<file path="config.mk">
export PLATFORM = sky130hd
export DESIGN_NAME = hvd_dev_flat
export DESIGN_NICKNAME = d
export VERILOG_FILES = /design/src/core/hvd_pkg.sv /design/src/core/hvd_if.sv /design/src/core/hvd_dev.sv /design/src/flat_wrapper.sv
export SDC_FILE = /design/constraint.sdc
export NUM_CORES = 1
export LEC_CHECK = 0
export BUFFER_PORTS_ARGS = -buffer_cell sky130_fd_sc_hd__buf_2
export CAP_MARGIN = 25
export CELL_PAD_IN_SITES_DETAIL_PLACEMENT = 0
export CELL_PAD_IN_SITES_GLOBAL_PLACEMENT = 1
export CORE_MARGIN = 3
export CORE_UTILIZATION = 46
export CTS_CLUSTER_DIAMETER = 40
export DETAILED_ROUTE_END_ITERATION = 7
export PLACE_DENSITY = 0.89
export SYNTH_ARGS = -nofsm -noshare
export SYNTH_HDL_FRONTEND = slang
export SYNTH_SLANG_ARGS = --single-unit
</file>
<file path="constraint.sdc">
create_clock -name clock_in -period 2.5 [get_ports clock_in]
set_input_delay 0.625 -clock clock_in [delete_from_list [all_inputs] [get_ports clock_in]]
set_output_delay 0.625 -clock clock_in [all_outputs]
set_load 0.005 [all_outputs]
</file>
<file path="src/core/hvd_pkg.sv">
/*
  Shared constants of the high-voltage DAC serial control pair: frame layout,
  select codes, control bit positions, reset values and serial timing.
  Assumes a 25 MHz system clock on both ends and a slow serial clock.
*/
// Function
// Clear falling edge zeroes input and output registers
// Load falling edge copies input to output
// Load low at execution: update output directly
// Over-temperature powers analog down, logic keeps running
// Shutdown sets thermal flag and drives alarm low
// Shutdown latched until control write clears flag
// Output register never written or read serially
// Sixteen bits, MSB first: rw, select, data
// Write: rw zero, 001 input, 111 control
// Frame select fall starts; bits sampled rising
// Sixteenth falling clock edge executes the command
// Frame select high minimum time between frames
// Serial clock may stop between frames
// Read: rw one, twelve data bits shifted out
// Data output driven from fifth rising edge
// Master keeps read clock at most 9 MHz
// Select bits all ones means control access
// Master sends another write after control write; hvd_host does not, the testbench does so only in its control test
// Reset: control 0x40, data registers zero
// Control bit two powers the channel up
// Control bit six floats output, else grounds
// Control bit zero reports thermal shutdown
// Select 000 or reserved codes change nothing
// Frame aborted early by select rise discarded
package hvd_pkg;

  ////////////////////////////////////////////////////////////////////////////
  // Frame layout
  localparam int FRAME_BITS = 16;          // Bits per frame
  localparam int DATA_BITS = 12;           // Payload bits
  localparam int RW_POS = 15;              // Read/write bit
  localparam int SEL_MSB = 14;             // Register select field
  localparam int SEL_LSB = 12;
  localparam logic [4:0] LAST_EDGE = 5'h10;      // Sixteenth clock edge
  localparam logic [4:0] READ_DRIVE_CNT = 5'h04; // Edges seen before fifth
  localparam logic [4:0] FIRST_SAMPLE_BIT = 5'h06; // Host: first read sample

  // Register select codes
  localparam logic [2:0] SEL_NOP = 3'h0;
  localparam logic [2:0] SEL_INPUT = 3'h1;
  localparam logic [2:0] SEL_CTRL = 3'h7;

  // Control bit positions within the payload
  localparam int THERMAL_FLAG_POS = 0;
  localparam int POWER_UP_POS = 2;
  localparam int FLOAT_SEL_POS = 6;

  // Values after reset
  localparam logic [11:0] CTRL_RESET = 12'h040;
  localparam logic [11:0] DATA_RESET = 12'h000;
  // Synchroniser idle: sclk, frame_n, sdi, clear_n, load_n, hot
  localparam logic [5:0] SYNC_IDLE = 6'b01_0110;

  ////////////////////////////////////////////////////////////////////////////
  // Timing
  localparam int CLK_PERIOD_NS = 40;       // 25 MHz system clock
  localparam int SCLK_HALF_NS = 160;       // Host serial clock half period
  localparam int SCLK_HALF_CYC = (SCLK_HALF_NS + CLK_PERIOD_NS - 1) / CLK_PERIOD_NS;
  localparam int FRAME_GAP_MIN_NS = 20;    // Least frame select high time
  localparam int FRAME_GAP_CYC = (FRAME_GAP_MIN_NS + CLK_PERIOD_NS - 1) / CLK_PERIOD_NS;
  localparam int READ_SCLK_MAX_KHZ = 9000; // Read clock ceiling
  localparam logic [2:0] HALF_LOAD = 3'(SCLK_HALF_CYC - 1);
  localparam logic [2:0] GAP_LOAD = 3'((SCLK_HALF_CYC > FRAME_GAP_CYC ? SCLK_HALF_CYC : FRAME_GAP_CYC) - 1);

endpackage

</file>
<file path="src/core/hvd_if.sv">
/*
  Serial link between the DAC control end and its master.
  Assumes the testbench instantiates it and joins both ends; sdo_wire is the
  resolved data output line.
*/
`timescale 1ns/1ps
interface hvd_if;
  logic sclk;          // Serial clock, made by the master
  logic frame_n;       // Frame select, active low
  logic sdi;           // Master to device data
  logic sdo;           // Device data output value
  logic sdo_oe;        // Device drives sdo while high
  logic load_n;        // Load output register, active low
  logic clear_n;       // Asynchronous clear, active low
  wire sdo_wire;       // Resolved line level

  // Released line shows the inverse, so a stray sample is caught
  assign sdo_wire = sdo_oe ? sdo : ~sdo;

  modport dev (input sclk, input frame_n, input sdi, input load_n, input clear_n,
               output sdo, output sdo_oe);
  modport host (output sclk, output frame_n, output sdi, output load_n,
                output clear_n, input sdo_wire);
endinterface

</file>
<file path="src/core/hvd_dev.sv">
/*
  Device end of the DAC control: serial slave, input, output and control
  registers, clear and load handling, latched thermal shutdown.
  Assumes every link pin and the over-temperature level are asynchronous to
  clock_in; the serial clock must stay well below a quarter of clock_in.
*/
`timescale 1ns/1ps
module hvd_dev (
  input wire logic clock_in,
  input wire logic rst_b_in,
  hvd_if.dev link,
  input wire logic over_temp_in,
  output logic [11:0] dac_code_out,
  output logic analog_on_out,
  output logic out_float_out,
  output logic out_ground_out,
  output logic alarm_n_out
);

  ////////////////////////////////////////////////////////////////////////////
  // Types and declarations

  // Frame sequencer states
  typedef enum logic [1:0] {
    HVD_IDLE = 2'b00,
    HVD_SHIFT = 2'b01,
    HVD_DONE = 2'b10
  } hvd_dev_st_t;

  hvd_dev_st_t st_q;                 // Frame state
  hvd_dev_st_t st_d;
  logic [5:0] meta_q;                // First synchroniser stage
  logic [5:0] sync_q;                // Second synchroniser stage
  logic [5:0] prev_q;                // Delayed copy for edges
  logic [4:0] cnt_q;                 // Rising edges seen in frame
  logic [15:0] shift_q;              // Incoming frame bits
  logic [11:0] input_q;              // Input register
  logic [11:0] dac_q;                // Output register
  logic power_up_q;                  // Channel power-up control
  logic float_sel_q;                 // Float versus ground when down
  logic thermal_q;                   // Latched shutdown flag
  logic [11:0] rd_sh_q;              // Readback shifter
  logic sdo_q;                       // Data output bit
  logic sdo_oe_q;                    // Data output enable
  logic [11:0] code_q;               // Registered outputs
  logic analog_on_q;
  logic float_q;
  logic ground_q;
  logic alarm_n_q;

  ////////////////////////////////////////////////////////////////////////////
  // Functions

  // Readback word for a select code; the output register has no path
  function automatic logic [11:0] readback(input logic [2:0] sel,
                                           input logic [11:0] inp,
                                           input logic [11:0] ctl);
    logic [11:0] w;
    w = 12'h000;
    if (sel == hvd_pkg::SEL_INPUT)
    begin
      w = inp;
    end
    else if (sel == hvd_pkg::SEL_CTRL)
    begin
      w = ctl;
    end
    return w;
  endfunction

  ////////////////////////////////////////////////////////////////////////////
  // Decoding

  // Synchronised views, index order matches SYNC_IDLE
  wire sclk_s = sync_q[5];
  wire sclk_p = prev_q[5];
  wire frame_high = sync_q[4];
  wire frame_fall = ~sync_q[4] & prev_q[4];
  wire sdi_s = sync_q[3];
  wire clear_fall = ~sync_q[2] & prev_q[2];
  wire load_fall = ~sync_q[1] & prev_q[1];
  wire load_low = ~sync_q[1];
  wire hot_s = sync_q[0];

  // Clock edges are only edges if the clock line actually moved
  wire sclk_rise = sclk_s & ~sclk_p;
  wire sclk_fall = ~sclk_s & sclk_p;
  wire in_frame = (st_q == HVD_SHIFT) & ~frame_high;

  // Field decode of the captured frame
  wire f_rw = shift_q[hvd_pkg::RW_POS];
  wire [2:0] f_sel = shift_q[hvd_pkg::SEL_MSB:hvd_pkg::SEL_LSB];
  wire [11:0] f_data = shift_q[11:0];
  wire ctrl_sel = (f_sel == hvd_pkg::SEL_CTRL);

  // Command executes on the sixteenth falling edge only
  wire exec = in_frame & sclk_fall & (cnt_q == hvd_pkg::LAST_EDGE);
  wire wr_input = exec & ~f_rw & (f_sel == hvd_pkg::SEL_INPUT);
  wire wr_ctrl = exec & ~f_rw & ctrl_sel;

  // Shift in on rising edges until sixteen have arrived
  wire take_bit = in_frame & sclk_rise & (cnt_q < hvd_pkg::LAST_EDGE);

  // After four bits the read flag and select are known
  wire rd_start = in_frame & sclk_rise & (cnt_q == hvd_pkg::READ_DRIVE_CNT) & shift_q[3];
  wire rd_next = in_frame & sclk_rise & sdo_oe_q & (cnt_q < hvd_pkg::LAST_EDGE);

  // Control register image, reserved bits read zero
  wire [11:0] ctrl_word = {5'h00, float_sel_q, 3'h0, power_up_q, 1'b0, thermal_q};
  wire [11:0] rd_word = readback(shift_q[2:0], input_q, ctrl_word);

  // Thermal shutdown overrides the power-up bit
  wire analog_on = power_up_q & ~thermal_q;

  ////////////////////////////////////////////////////////////////////////////
  // Pin synchronisers

  // Two stages before any logic, third stage for edge detection
  always_ff @(posedge clock_in)
  begin
    if (!rst_b_in)
    begin
      meta_q <= hvd_pkg::SYNC_IDLE;
      sync_q <= hvd_pkg::SYNC_IDLE;
      prev_q <= hvd_pkg::SYNC_IDLE;
    end
    else
    begin
      meta_q <= {link.sclk, link.frame_n, link.sdi, link.clear_n, link.load_n, over_temp_in};
      sync_q <= meta_q;
      prev_q <= sync_q;
    end
  end

  ////////////////////////////////////////////////////////////////////////////
  // Frame sequencer

  // Only a frame select fall opens a frame; held-low select waits in DONE
  always_comb
  begin
    st_d = st_q;
    case (st_q)
      HVD_IDLE:
      begin
        if (frame_fall)
        begin
          st_d = HVD_SHIFT;
        end
      end
      HVD_SHIFT:
      begin
        // Early select rise drops the partial frame
        if (frame_high)
        begin
          st_d = HVD_IDLE;
        end
        else if (exec)
        begin
          st_d = HVD_DONE;
        end
      end
      HVD_DONE:
      begin
        // Next frame needs select high first
        if (frame_high)
        begin
          st_d = HVD_IDLE;
        end
      end
      default:
      begin
        st_d = HVD_IDLE;
      end
    endcase
  end

  // State, bit count and shift register
  always_ff @(posedge clock_in)
  begin
    if (!rst_b_in)
    begin
      st_q <= HVD_IDLE;
      cnt_q <= 5'h00;
      shift_q <= 16'h0000;
    end
    else
    begin
      st_q <= st_d;
      if (frame_fall)
      begin
        cnt_q <= 5'h00;
      end
      else if (take_bit)
      begin
        cnt_q <= cnt_q + 5'h01;
        shift_q <= {shift_q[14:0], sdi_s};
      end
    end
  end

  ////////////////////////////////////////////////////////////////////////////
  // Readback path

  // Drive from the fifth rising edge until frame select rises
  always_ff @(posedge clock_in)
  begin
    if (!rst_b_in)
    begin
      sdo_oe_q <= 1'b0;
      sdo_q <= 1'b0;
      rd_sh_q <= 12'h000;
    end
    else if (frame_high)
    begin
      sdo_oe_q <= 1'b0;
    end
    else if (rd_start)
    begin
      sdo_oe_q <= 1'b1;
      sdo_q <= rd_word[11];
      rd_sh_q <= {rd_word[10:0], 1'b0};
    end
    else if (rd_next)
    begin
      sdo_q <= rd_sh_q[11];
      rd_sh_q <= {rd_sh_q[10:0], 1'b0};
    end
  end

  ////////////////////////////////////////////////////////////////////////////
  // Input and output registers

  // Clear wins over any load or write in the same cycle
  always_ff @(posedge clock_in)
  begin
    if (!rst_b_in)
    begin
      input_q <= hvd_pkg::DATA_RESET;
      dac_q <= hvd_pkg::DATA_RESET;
    end
    else if (clear_fall)
    begin
      input_q <= hvd_pkg::DATA_RESET;
      dac_q <= hvd_pkg::DATA_RESET;
    end
    else
    begin
      // Null and reserved selects fall through untouched
      if (wr_input)
      begin
        input_q <= f_data;
      end
      if (wr_input && load_low)
      begin
        dac_q <= f_data;
      end
      else if (load_fall)
      begin
        dac_q <= input_q;
      end
    end
  end

  ////////////////////////////////////////////////////////////////////////////
  // Control register and thermal latch

  // Set of the thermal flag wins over a clearing write
  always_ff @(posedge clock_in)
  begin
    if (!rst_b_in)
    begin
      power_up_q <= hvd_pkg::CTRL_RESET[hvd_pkg::POWER_UP_POS];
      float_sel_q <= hvd_pkg::CTRL_RESET[hvd_pkg::FLOAT_SEL_POS];
      thermal_q <= hvd_pkg::CTRL_RESET[hvd_pkg::THERMAL_FLAG_POS];
    end
    else
    begin
      if (wr_ctrl)
      begin
        power_up_q <= f_data[hvd_pkg::POWER_UP_POS];
        float_sel_q <= f_data[hvd_pkg::FLOAT_SEL_POS];
      end
      if (hot_s)
      begin
        thermal_q <= 1'b1;
      end
      else if (wr_ctrl && !f_data[hvd_pkg::THERMAL_FLAG_POS])
      begin
        thermal_q <= 1'b0;
      end
    end
  end

  ////////////////////////////////////////////////////////////////////////////
  // Analog control outputs

  // Registered so the analog side sees clean levels
  always_ff @(posedge clock_in)
  begin
    if (!rst_b_in)
    begin
      code_q <= hvd_pkg::DATA_RESET;
      analog_on_q <= 1'b0;
      float_q <= 1'b1;
      ground_q <= 1'b0;
      alarm_n_q <= 1'b1;
    end
    else
    begin
      code_q <= dac_q;
      analog_on_q <= analog_on;
      // Shutdown disconnects the output, so it floats
      float_q <= ~analog_on & (float_sel_q | thermal_q);
      ground_q <= ~analog_on & ~float_sel_q & ~thermal_q;
      alarm_n_q <= ~thermal_q;
    end
  end

  assign dac_code_out = code_q;
  assign analog_on_out = analog_on_q;
  assign out_float_out = float_q;
  assign out_ground_out = ground_q;
  assign alarm_n_out = alarm_n_q;
  assign link.sdo = sdo_q;
  assign link.sdo_oe = sdo_oe_q;

endmodule

</file>
<file path="src/flat_wrapper.sv">
// flat-port wrapper written by rule: the top's interface ports become plain ports
module hvd_dev_flat 
  (clock_in, rst_b_in, over_temp_in, dac_code_out, analog_on_out, out_float_out, out_ground_out, alarm_n_out, link_sclk, link_frame_n, link_sdi, link_load_n, link_clear_n, link_sdo, link_sdo_oe);
  hvd_if link_i ();
  input wire logic clock_in;
  input wire logic rst_b_in;
  input wire logic over_temp_in;
  output logic [11:0] dac_code_out;
  output logic analog_on_out;
  output logic out_float_out;
  output logic out_ground_out;
  output logic alarm_n_out;
  input wire logic [$bits(link_i.sclk)-1:0] link_sclk;
  input wire logic [$bits(link_i.frame_n)-1:0] link_frame_n;
  input wire logic [$bits(link_i.sdi)-1:0] link_sdi;
  input wire logic [$bits(link_i.load_n)-1:0] link_load_n;
  input wire logic [$bits(link_i.clear_n)-1:0] link_clear_n;
  output wire logic [$bits(link_i.sdo)-1:0] link_sdo;
  output wire logic [$bits(link_i.sdo_oe)-1:0] link_sdo_oe;
  assign link_i.sclk = link_sclk;
  assign link_i.frame_n = link_frame_n;
  assign link_i.sdi = link_sdi;
  assign link_i.load_n = link_load_n;
  assign link_i.clear_n = link_clear_n;
  assign link_sdo = link_i.sdo;
  assign link_sdo_oe = link_i.sdo_oe;
  hvd_dev u_core (.clock_in(clock_in), .rst_b_in(rst_b_in), .link(link_i), .over_temp_in(over_temp_in), .dac_code_out(dac_code_out), .analog_on_out(analog_on_out), .out_float_out(out_float_out), .out_ground_out(out_ground_out), .alarm_n_out(alarm_n_out));
endmodule
</file>
# Yosys cells after proc, flatten, opt, wreduce, memory -nomap -nowiden
# Cells that the tools add are included.
[totals] regBits=98 input_bits=8 out_inout_bits=18 wordCells=93
[classes] addsub=1 order_cmp=1 eq_ne=11 n_mux=15 bitwise_logic=33 n_reduce_logical=13
[op_table] cell="$mux W12" n=5
[op_table] cell="$and A1 B1 Y1" n=21
[op_table] cell="$not A1 Y1" n=11
[op_table] cell="$mux W2" n=4
[op_table] cell="$mux W7" n=1
[op_table] cell="$eq A3 B1 Y1 const B" n=2
[op_table] cell="$eq A3 B3 Y1 const B" n=2
[op_table] cell="$pmux W2 S3" n=1
[op_table] cell="$reduce_bool A2 Y1" n=3
[op_table] cell="$reduce_or A2 Y1" n=3
[op_table] cell="$add A5 B1 Y5 const B" n=1
[op_table] cell="$eq A5 B3 Y1 const B" n=1
[op_table] cell="$eq A5 B5 Y1 const B" n=1
[op_table] cell="$lt A5 B5 Y1 const B" n=1
[op_table] cell="$mux W1" n=4
[op_table] cell="$ne A2 B1 Y1 const B" n=2
[op_table] cell="$reduce_and A2 Y1" n=2
[op_table] cell="$ne A3 B1 Y1 const B" n=1
[op_table] cell="$reduce_and A3 Y1" n=1
[op_table] cell="$eq A2 B1 Y1 const B" n=1
[op_table] cell="$eq A2 B2 Y1 const B" n=1
[op_table] cell="$logic_and A1 B1 Y1" n=2
[op_table] cell="$logic_not A2 Y1" n=1
[op_table] cell="$logic_not A1 Y1" n=1
[op_table] cell="$or A1 B1 Y1" n=1

# Depth between registers and ports, before layout
# Gate-level depths: netlist of run 1.
[logic_depth] ltp_word=9 mapped_depth=8 depth_no_buf=6

# Worst setup path before layout of run 1
# No wires, ideal clock.
[synth_timing] path_kind="register to register" start="register u_core.cnt_q[0]" end="register u_core.sdo_q (netlist: u_core.link.sdo)" setup_ns=0.116 arrival_ns=1.627 t_required_ns=2.384 setup_slack_ns=0.757 stages_incl_launch_ff=9 n_path_buf=2 synth_period_minus_slack_ns=1.743 cell_sequence="dfxtp_1 > inv_1 > ha_1 > and4b_1 > buf_2 > and3_1 > buf_2 > a221o_1 > o211a_1"
[synth_via] elab_chain_len=5 word_cells_on_any_way=8 cone_classes="order compare: 1; eq/ne: 1; mux: 1; bitwise: 3; reduce/logical: 2"
[synth_lines] element="start, declared" line="hvd_dev.sv:35" source="logic [4:0] cnt_q;"
[synth_lines] element="start signal, assigned" line="hvd_dev.sv:195" source="cnt_q <= cnt_q + 5'h01;"
[synth_lines] element="parallel branches: the longest is 5 deep, another holds $lt A5 B5 Y1"
[synth_lines] element="end signal, assigned" line="hvd_dev.sv:220" source="sdo_q <= rd_word[11];"
[synth_lines] element="end signal, assigned" line="hvd_dev.sv:225" source="sdo_q <= rd_sh_q[11];"
[synth_lines] element="end, declared" line="hvd_dev.sv:43" source="logic sdo_q;"
# Parallel ways; which one is timed is not known.
# A chain may end at the register's enable or synchronous reset.

# Final worst setup path of run 1
[layout_timing] start="register u_core.cnt_q[0]" end="register u_core.dac_q[2]"
[layout_via] elab_chain_len=6 word_cells_on_any_way=7 cone_classes="eq/ne: 1; mux: 1; bitwise: 3; reduce/logical: 2"
[layout_lines] element="$eq A5 B5 Y1 (*)" line="hvd_dev.sv:97" source="wire exec = in_frame & sclk_fall & (cnt_q == hvd_pkg::LAST_EDGE);"
[layout_lines] element="$and A1 B1 Y1 (*)" line="hvd_dev.sv:97"
[layout_lines] element="$and A1 B1 Y1 (*) (2 in a row)" line="hvd_dev.sv:98" source="wire wr_input = exec & ~f_rw & (f_sel == hvd_pkg::SEL_INPUT);"
[layout_lines] element="$logic_and A1 B1 Y1 (*)" line="hvd_dev.sv:253" source="if (wr_input && load_low)"
[layout_lines] element="$mux W12 / $reduce_bool A2 Y1 (equally long branches)"
[layout_lines] element="end signal, assigned" line="hvd_dev.sv:244" source="dac_q <= hvd_pkg::DATA_RESET;"
[layout_lines] element="end signal, assigned" line="hvd_dev.sv:255" source="dac_q <= f_data;"
[layout_lines] element="end signal, assigned" line="hvd_dev.sv:259" source="dac_q <= input_q;"
[layout_lines] element="end, declared" line="hvd_dev.sv:38" source="logic [11:0] dac_q;"
# Mark *: on every way between the ends. The rest lies on a longest branch, timed or not.

==> impl_metrics.env, run 1 <==
export IMPL_outcome="finished clean"
export IMPL_cts_resized=0
export IMPL_tightest_slew_ps=789
export IMPL_core_mm2=0.00781
export IMPL_antenna_left=0
export IMPL_hpwlAfterDp_mm=4.86
export IMPL_yosysSeqAreaShare=0.507
export IMPL_ios=26
export IMPL_fin_tns_setup_ps=0
export IMPL_clk_latency_ps=360
export IMPL_worstPathCellList="inv_1 > ha_1 > nor2b_1 > and4_1 > buf_4 > nand3_1 > a21oi_1"
export IMPL_wl_mm=7.38
export IMPL_synth_top_cell_by_area="dfxtp_1"
export IMPL_synth_cell_type_count=50
export IMPL_globalRouteOverflowTotal=0
export IMPL_io_buffers=25
export IMPL_pre_cts_slack_ps=511
export IMPL_grt_start_max_net_pins=66
export IMPL_yosys_most_used_dff="dfxtp_1"
export IMPL_yosysTopAreaCellShare=0.507
export IMPL_worstPathMaxFanout=16
export IMPL_initial_core_util=0.480
export IMPL_cts_max_path_buffers=2
export IMPL_cts_hold_fix_buffers=0
export IMPL_post_cts_buffers=0
export IMPL_fp_dieW_um=96.3
export IMPL_critPathKind="flip-flop to flip-flop"
export IMPL_final_max_slew_violation_count=0
export IMPL_syn_num_nets=394
export IMPL_dpl_cell_area_mm2=0.00392
export IMPL_wl_per_cell_um=14.5
export IMPL_p_leak_nw=1.56
export IMPL_die_area_mm2=0.00927
export IMPL_synth_area_mm2=0.00375
export IMPL_gp_congestion=0.774
export IMPL_area_growth_pct=9.55
export IMPL_max_stage_delay_ps=620
export IMPL_power_density_mw_per_mm2=621
export IMPL_finClkSkew_ps=11.2
export IMPL_fin_crit_sh=0.802
export IMPL_netlist_instances=384
export IMPL_num_nets_final=412
export IMPL_critPathSlowestCell="and4_1"
export IMPL_clock_fmax_mhz=499
export IMPL_layout_drive_gt1_share=0.150
export IMPL_cp_end_kind="flip-flop"
export IMPL_die_h_um=96.3
export IMPL_grt_pass1_wl_mm=12.7
export IMPL_hold_path_class="flip-flop to flip-flop"
export IMPL_rsz0062_at_grt="false"
export IMPL_diodes=0
export IMPL_cp_start_kind="flip-flop"
export IMPL_firstDrtPassIters=4
export IMPL_setup_slack_ps=494
export IMPL_syn_avg_cell_area_um2=9.76
export IMPL_drc=0
export IMPL_postSynth_asyncResetShare=0
export IMPL_cts_tree="yes"
export IMPL_finalHoldViolations=0
export IMPL_root_buffer="clkbuf_8"
export IMPL_required_ps=2800
export IMPL_finalCriticalPeriod_ps=2010
export IMPL_synth_area_leaders="dfxtp_1 (51%), a221o_1 (4.5%), nand2_1 (3.9%)"
export IMPL_cts_sinks=95
export IMPL_viasPerCell=5.51
export IMPL_ys_warn_count=0
export IMPL_core_rowCount=32
export IMPL_synth_seq_cells=95
export IMPL_power_mw=2.55
export IMPL_vias=2804
export IMPL_h_tree_depth=3
export IMPL_drt_iter0_markers=202
export IMPL_ir_drop_uv=362
export IMPL_grt_pass1_vias=2552
export IMPL_cap_viol_max_count=0
export IMPL_synth_edff_count=0
export IMPL_numCtsBuffers=9
export IMPL_final_area_mm2=0.00411
export IMPL_cp_arrival_ps=2310
export IMPL_clkTransAtPathRegs_ps=100
export IMPL_antenna_found_initial=0
export IMPL_relSlewSlack=0.473
export IMPL_final_util=0.526
export IMPL_setup_viol=0
export IMPL_grt_util_all_layers=0.176
==> layout by cell type, fill, tap and decap left out, types with 12 or more instances in the layout <==
| master | count |
|---|---|
| nand2_1 | 39 |
| nor2b_1 | 23 |
| dfxtp_1 | 95 |
| a21oi_1 | 21 |
| o21ai_0 | 12 |
| nor2_1 | 13 |
| and2_1 | 23 |
| nand2b_1 | 19 |
| buf_2 | 25 |
| a221o_1 | 17 |
==> state kept, by name, indices dropped and copies added (netlist names) <==
signal / flops
u_core.shift_q: 16
u_core.dac_code_out: 12
u_core.dac_q: 12
u_core.input_q: 12
u_core.rd_sh_q: 11
u_core.meta_q: 6
u_core.sync_q: 6
u_core.cnt_q: 5
u_core.prev_q: 4
u_core.st_q: 2
u_core.alarm_n_out: 1
u_core.analog_on_out: 1
u_core.float_sel_q: 1
u_core.link.sdo: 1
u_core.link.sdo_oe: 1
u_core.out_float_out: 1
u_core.out_ground_out: 1
u_core.power_up_q: 1
u_core.thermal_q: 1
==> worst max-delay path, delay by kind of cell (launching register included) <==
| kind | cells | cell delay (ps) |
|---|---|---|
| DFF | 1 | 350 |
| adders and majority gates | 1 | 140 |
| AOI/OAI and AO/OA | 1 | 150 |
| and+or+nand+nor | 3 | 970 |
| buffers and inverters | 2 | 330 |
==> worst paths after layout <==
path | startpoint | endpoint | slack, ps | depth (start not counted)
worst max-delay path | u_core.cnt_q[0] | u_core.dac_q[2] | 490 | 7
worst max register to register | u_core.cnt_q[0] | u_core.dac_q[2] | 490 | 7
worst min-delay path | u_core.meta_q[1] | u_core.sync_q[1] | 410 | 1
worst min register to register | u_core.meta_q[1] | u_core.sync_q[1] | 410 | 1
==> final cells by class <==
cell class	instances	area, um^2
Clock inverter	7	62.6
Tap cell	102	128
Sequential cell	95	1900
Fill cell	725	3700
Inverter	6	22.5
Multi-Input combinational cell	258	1690
Clock buffer	9	124
Timing Repair Buffer	32	178
==> cell usage after synthesis (2+ instances only) <==
cell      count
dfxtp_1      95
nand2_1      39
and2_1       23
nor2b_1      23
a21oi_1      21
nand2b_1     19
a221o_1      17
clkbuf_1     14
nor2_1       13
o21ai_0      12
mux2i_1       9
o211a_1       9
a31oi_1       8
a22oi_1       7
nand3_1       7
nor3_1        7
a21boi_0      6
buf_2         5
inv_1         5
a31o_2        4
a21boi_1      3
and3_1        2
buf_4         2
buf_6         2
ha_1          2
nand3b_1      2
nand4_1       2
o221a_2       2
o22ai_1       2
xor2_1        2
==> per-stage QoR <==
| step | hold slack (ps) | cells |
|---|---|---|
| global route | 421 | 509 |
| global placement | 390 | 493 |
| floorplan | 386 | 384 |
| CTS | 412 | 509 |
| finish | 410 | 509 |
| detailed placement | 393 | 493 |
==> kinds of logic after synthesis <==
| family | synth area share |
|---|---|
| muxes | 0.0240 |
| buffers and inverters | 0.0417 |
| xor gates and xnor gates | 0.00701 |
| DFF | 0.507 |
| AOI/OAI and AO/OA | 0.187 |
| adders and majority gates | 0.00667 |
| and+or+nand+nor | 0.226 |
==> layer usage <==
layer  wire length [um]  global-route usage  up-vias
li1                   -                   -     1395
met1               3500               0.229     1340
met2               3440               0.278       58
met3                325              0.0555       11
met4                115              0.0545        0
met5                  0                   0        -
==> report_power, final <==
group | switching, mW | internal (mW) | total (mW) | leakage (nW)
sequential | 0.00979 | 1.52 | 1.53 | 0.768
combinational | 0.0365 | 0.0195 | 0.0560 | 0.695
clock | 0.575 | 0.386 | 0.961 | 0.0984
Power figures use the tool's default switching activity.
==> run 2: changes to the inputs <==
- clock period: 2.5 -> 2 ns (I/O delays scaled with it)
==> run 2 against run 1 <==
  * Cell count up 0.98%
  * Die area unchanged
  * Hold slack worse by 100 ps
  * Total power up 29%
  * Worst setup slack worse by 340 ps
  * Clock-buffer cell count rose by 1
  * Global-route usage rose by 0.56 points
  * Sequential power rose by 25%
  * Clock power up 34%
  * Critical path type unchanged
  * Highest routed layer unchanged
==> impl_metrics.env, run 2 (same netlist as run 1, synthesis figures left out) <==
export IMPL_core_mm2=0.00781
export IMPL_finClkSkew_ps=8.99
export IMPL_gp_congestion=0.787
export IMPL_layout_common_cells="dfxtp_1 (95), nand2_1 (38), buf_2 (25)"
export IMPL_final_max_slew_violation_count=0
export IMPL_layout_drive_gt1_share=0.163
export IMPL_tightest_slew_ps=683
export IMPL_area_growth_pct=11.1
export IMPL_finalCriticalPeriod_ps=1850
export IMPL_p_clk_frac=0.393
export IMPL_pre_cts_slack_ps=180
export IMPL_power_mw=3.28
export IMPL_mostFrequentLayoutCell="dfxtp_1"
export IMPL_numCtsBuffers=9
export IMPL_wl_mm=7.64
export IMPL_switching_share=0.224
export IMPL_grt_pass1_vias=2662
export IMPL_cp_end_kind="flip-flop"
export IMPL_n_fill_cell=705
export IMPL_drt_iter0_markers=179
export IMPL_antenna_left=0
export IMPL_cp_start_kind="flip-flop"
export IMPL_num_nets_final=417
export IMPL_clkTransAtPathRegs_ps=90
export IMPL_firstDrtPassIters=5
export IMPL_finalHoldViolations=0
export IMPL_antenna_found_initial=0
export IMPL_ios=26
export IMPL_largest_register_ffs=16
export IMPL_core_rowCount=32
export IMPL_fin_crit_sh=0.924
export IMPL_p_sw_mw=0.734
export IMPL_p_leak_nw=1.59
export IMPL_setup_slack_ps=151
export IMPL_wl_per_cell_um=14.9
export IMPL_viasPerCell=5.46
export IMPL_power_density_mw_per_mm2=788
export IMPL_die_area_mm2=0.00927
export IMPL_ir_drop_uv=471
export IMPL_setup_viol=0
export IMPL_grt_util_all_layers=0.182
export IMPL_seqPwrFrac=0.583
export IMPL_relSlewSlack=0.545
export IMPL_outcome="finished clean"
export IMPL_p_comb_frac=0.024
export IMPL_fp_dieW_um=96.3
export IMPL_seq_area_mm2=0.00190
export IMPL_worstPathMaxFanout=9
export IMPL_rsz0062_at_grt="true"
export IMPL_critPathKind="flip-flop to flip-flop"
export IMPL_cts_max_path_buffers=2
export IMPL_hold_ws_ps=305
export IMPL_cts_sinks=95
export IMPL_h_tree_depth=3
export IMPL_cts_tree="yes"
export IMPL_vias=2807
export IMPL_diodes=0
export IMPL_p_int_mw=2.55
export IMPL_required_ps=2260
export IMPL_globalRouteOverflowTotal=0
export IMPL_hpwlAfterDp_mm=5.01
export IMPL_multi_input_area_mm2=0.00169
export IMPL_initial_core_util=0.480
export IMPL_grt_pass1_wl_mm=13.0
export IMPL_cp_arrival_ps=2110
export IMPL_root_buffer="clkbuf_8"
export IMPL_die_h_um=96.3
export IMPL_largest_register="u_core.shift_q"
export IMPL_io_buffers=25
export IMPL_cap_viol_max_count=0
export IMPL_clk_latency_ps=370
export IMPL_cts_hold_fix_buffers=0
export IMPL_hold_path_class="primary input to flip-flop"
export IMPL_grt_start_max_net_pins=66
export IMPL_clock_fmax_mhz=541
export IMPL_drc=0
## run 2: final timing paths
check                                       from           endpoint  slack (ps)  depth (start not counted)
worst min register to register  u_core.meta_q[2]   u_core.sync_q[2]         420                          1
worst max-delay path             u_core.cnt_q[0]  u_core.rd_sh_q[6]         150                          6
worst max register to register   u_core.cnt_q[0]  u_core.rd_sh_q[6]         150                          6
worst min-delay path                 link_load_n   u_core.meta_q[1]         300                          2
## run 2: per-layer routing
metal	part of all wire	vias to the layer above	GRT usage
met5	0	-	0
met4	0.010	0	0.0592
met3	0.041	7	0.0602
met2	0.47	55	0.280
met1	0.48	1338	0.239
li1	-	1407	-
## run 2: what timing repair did
action	4_1_cts	5_1_grt
setup endpoints to repair	0	10
gates resized for setup	0	1
setup buffers	0	0
## run 2: power groups by stage
| stage | Combinational, mW | Sequential [mW] | Clock [mW] |
|---|---|---|---|
| global route | 0.0864 | 1.92 | 1.39 |
| finish | 0.0771 | 1.91 | 1.29 |
| detailed placement | 0.0771 | 1.96 | 0 |
| floorplan | 0.0537 | 1.96 | 0 |
| global placement | 0.0758 | 1.96 | 0 |
| CTS | 0.0773 | 1.91 | 1.32 |
## run 2: cell type report
class,instances,area share
inverter,6,0.00541
timing repair buffer,37,0.0517
tap,102,0.0306
clock inverter,6,0.0162
clock buffer,10,0.0330
multi-input combinational,258,0.406
sequential,95,0.457
## run 2: metrics by stage
stage | util | cell area, um^2 | TNS (ps) | std cells
2_1_floorplan | - | 3750 | 0 | 384
3_3_place_gp | 0.507 | 3960 | 0 | 498
3_5_place_dp | 0.507 | 3960 | 0 | 498
4_1_cts | 0.533 | 4160 | 0 | 514
5_1_grt | 0.533 | 4170 | -47.6 | 514
6_report | 0.533 | 4170 | 0 | 514
## run 2: critical path, cell delays in order, from the launching register on
cell and delay (ps):
dfxtp_1 350, inv_1 70, ha_1 140, nor2b_1 260
nand3_1 360, a221o_1 440, o211a_1 130
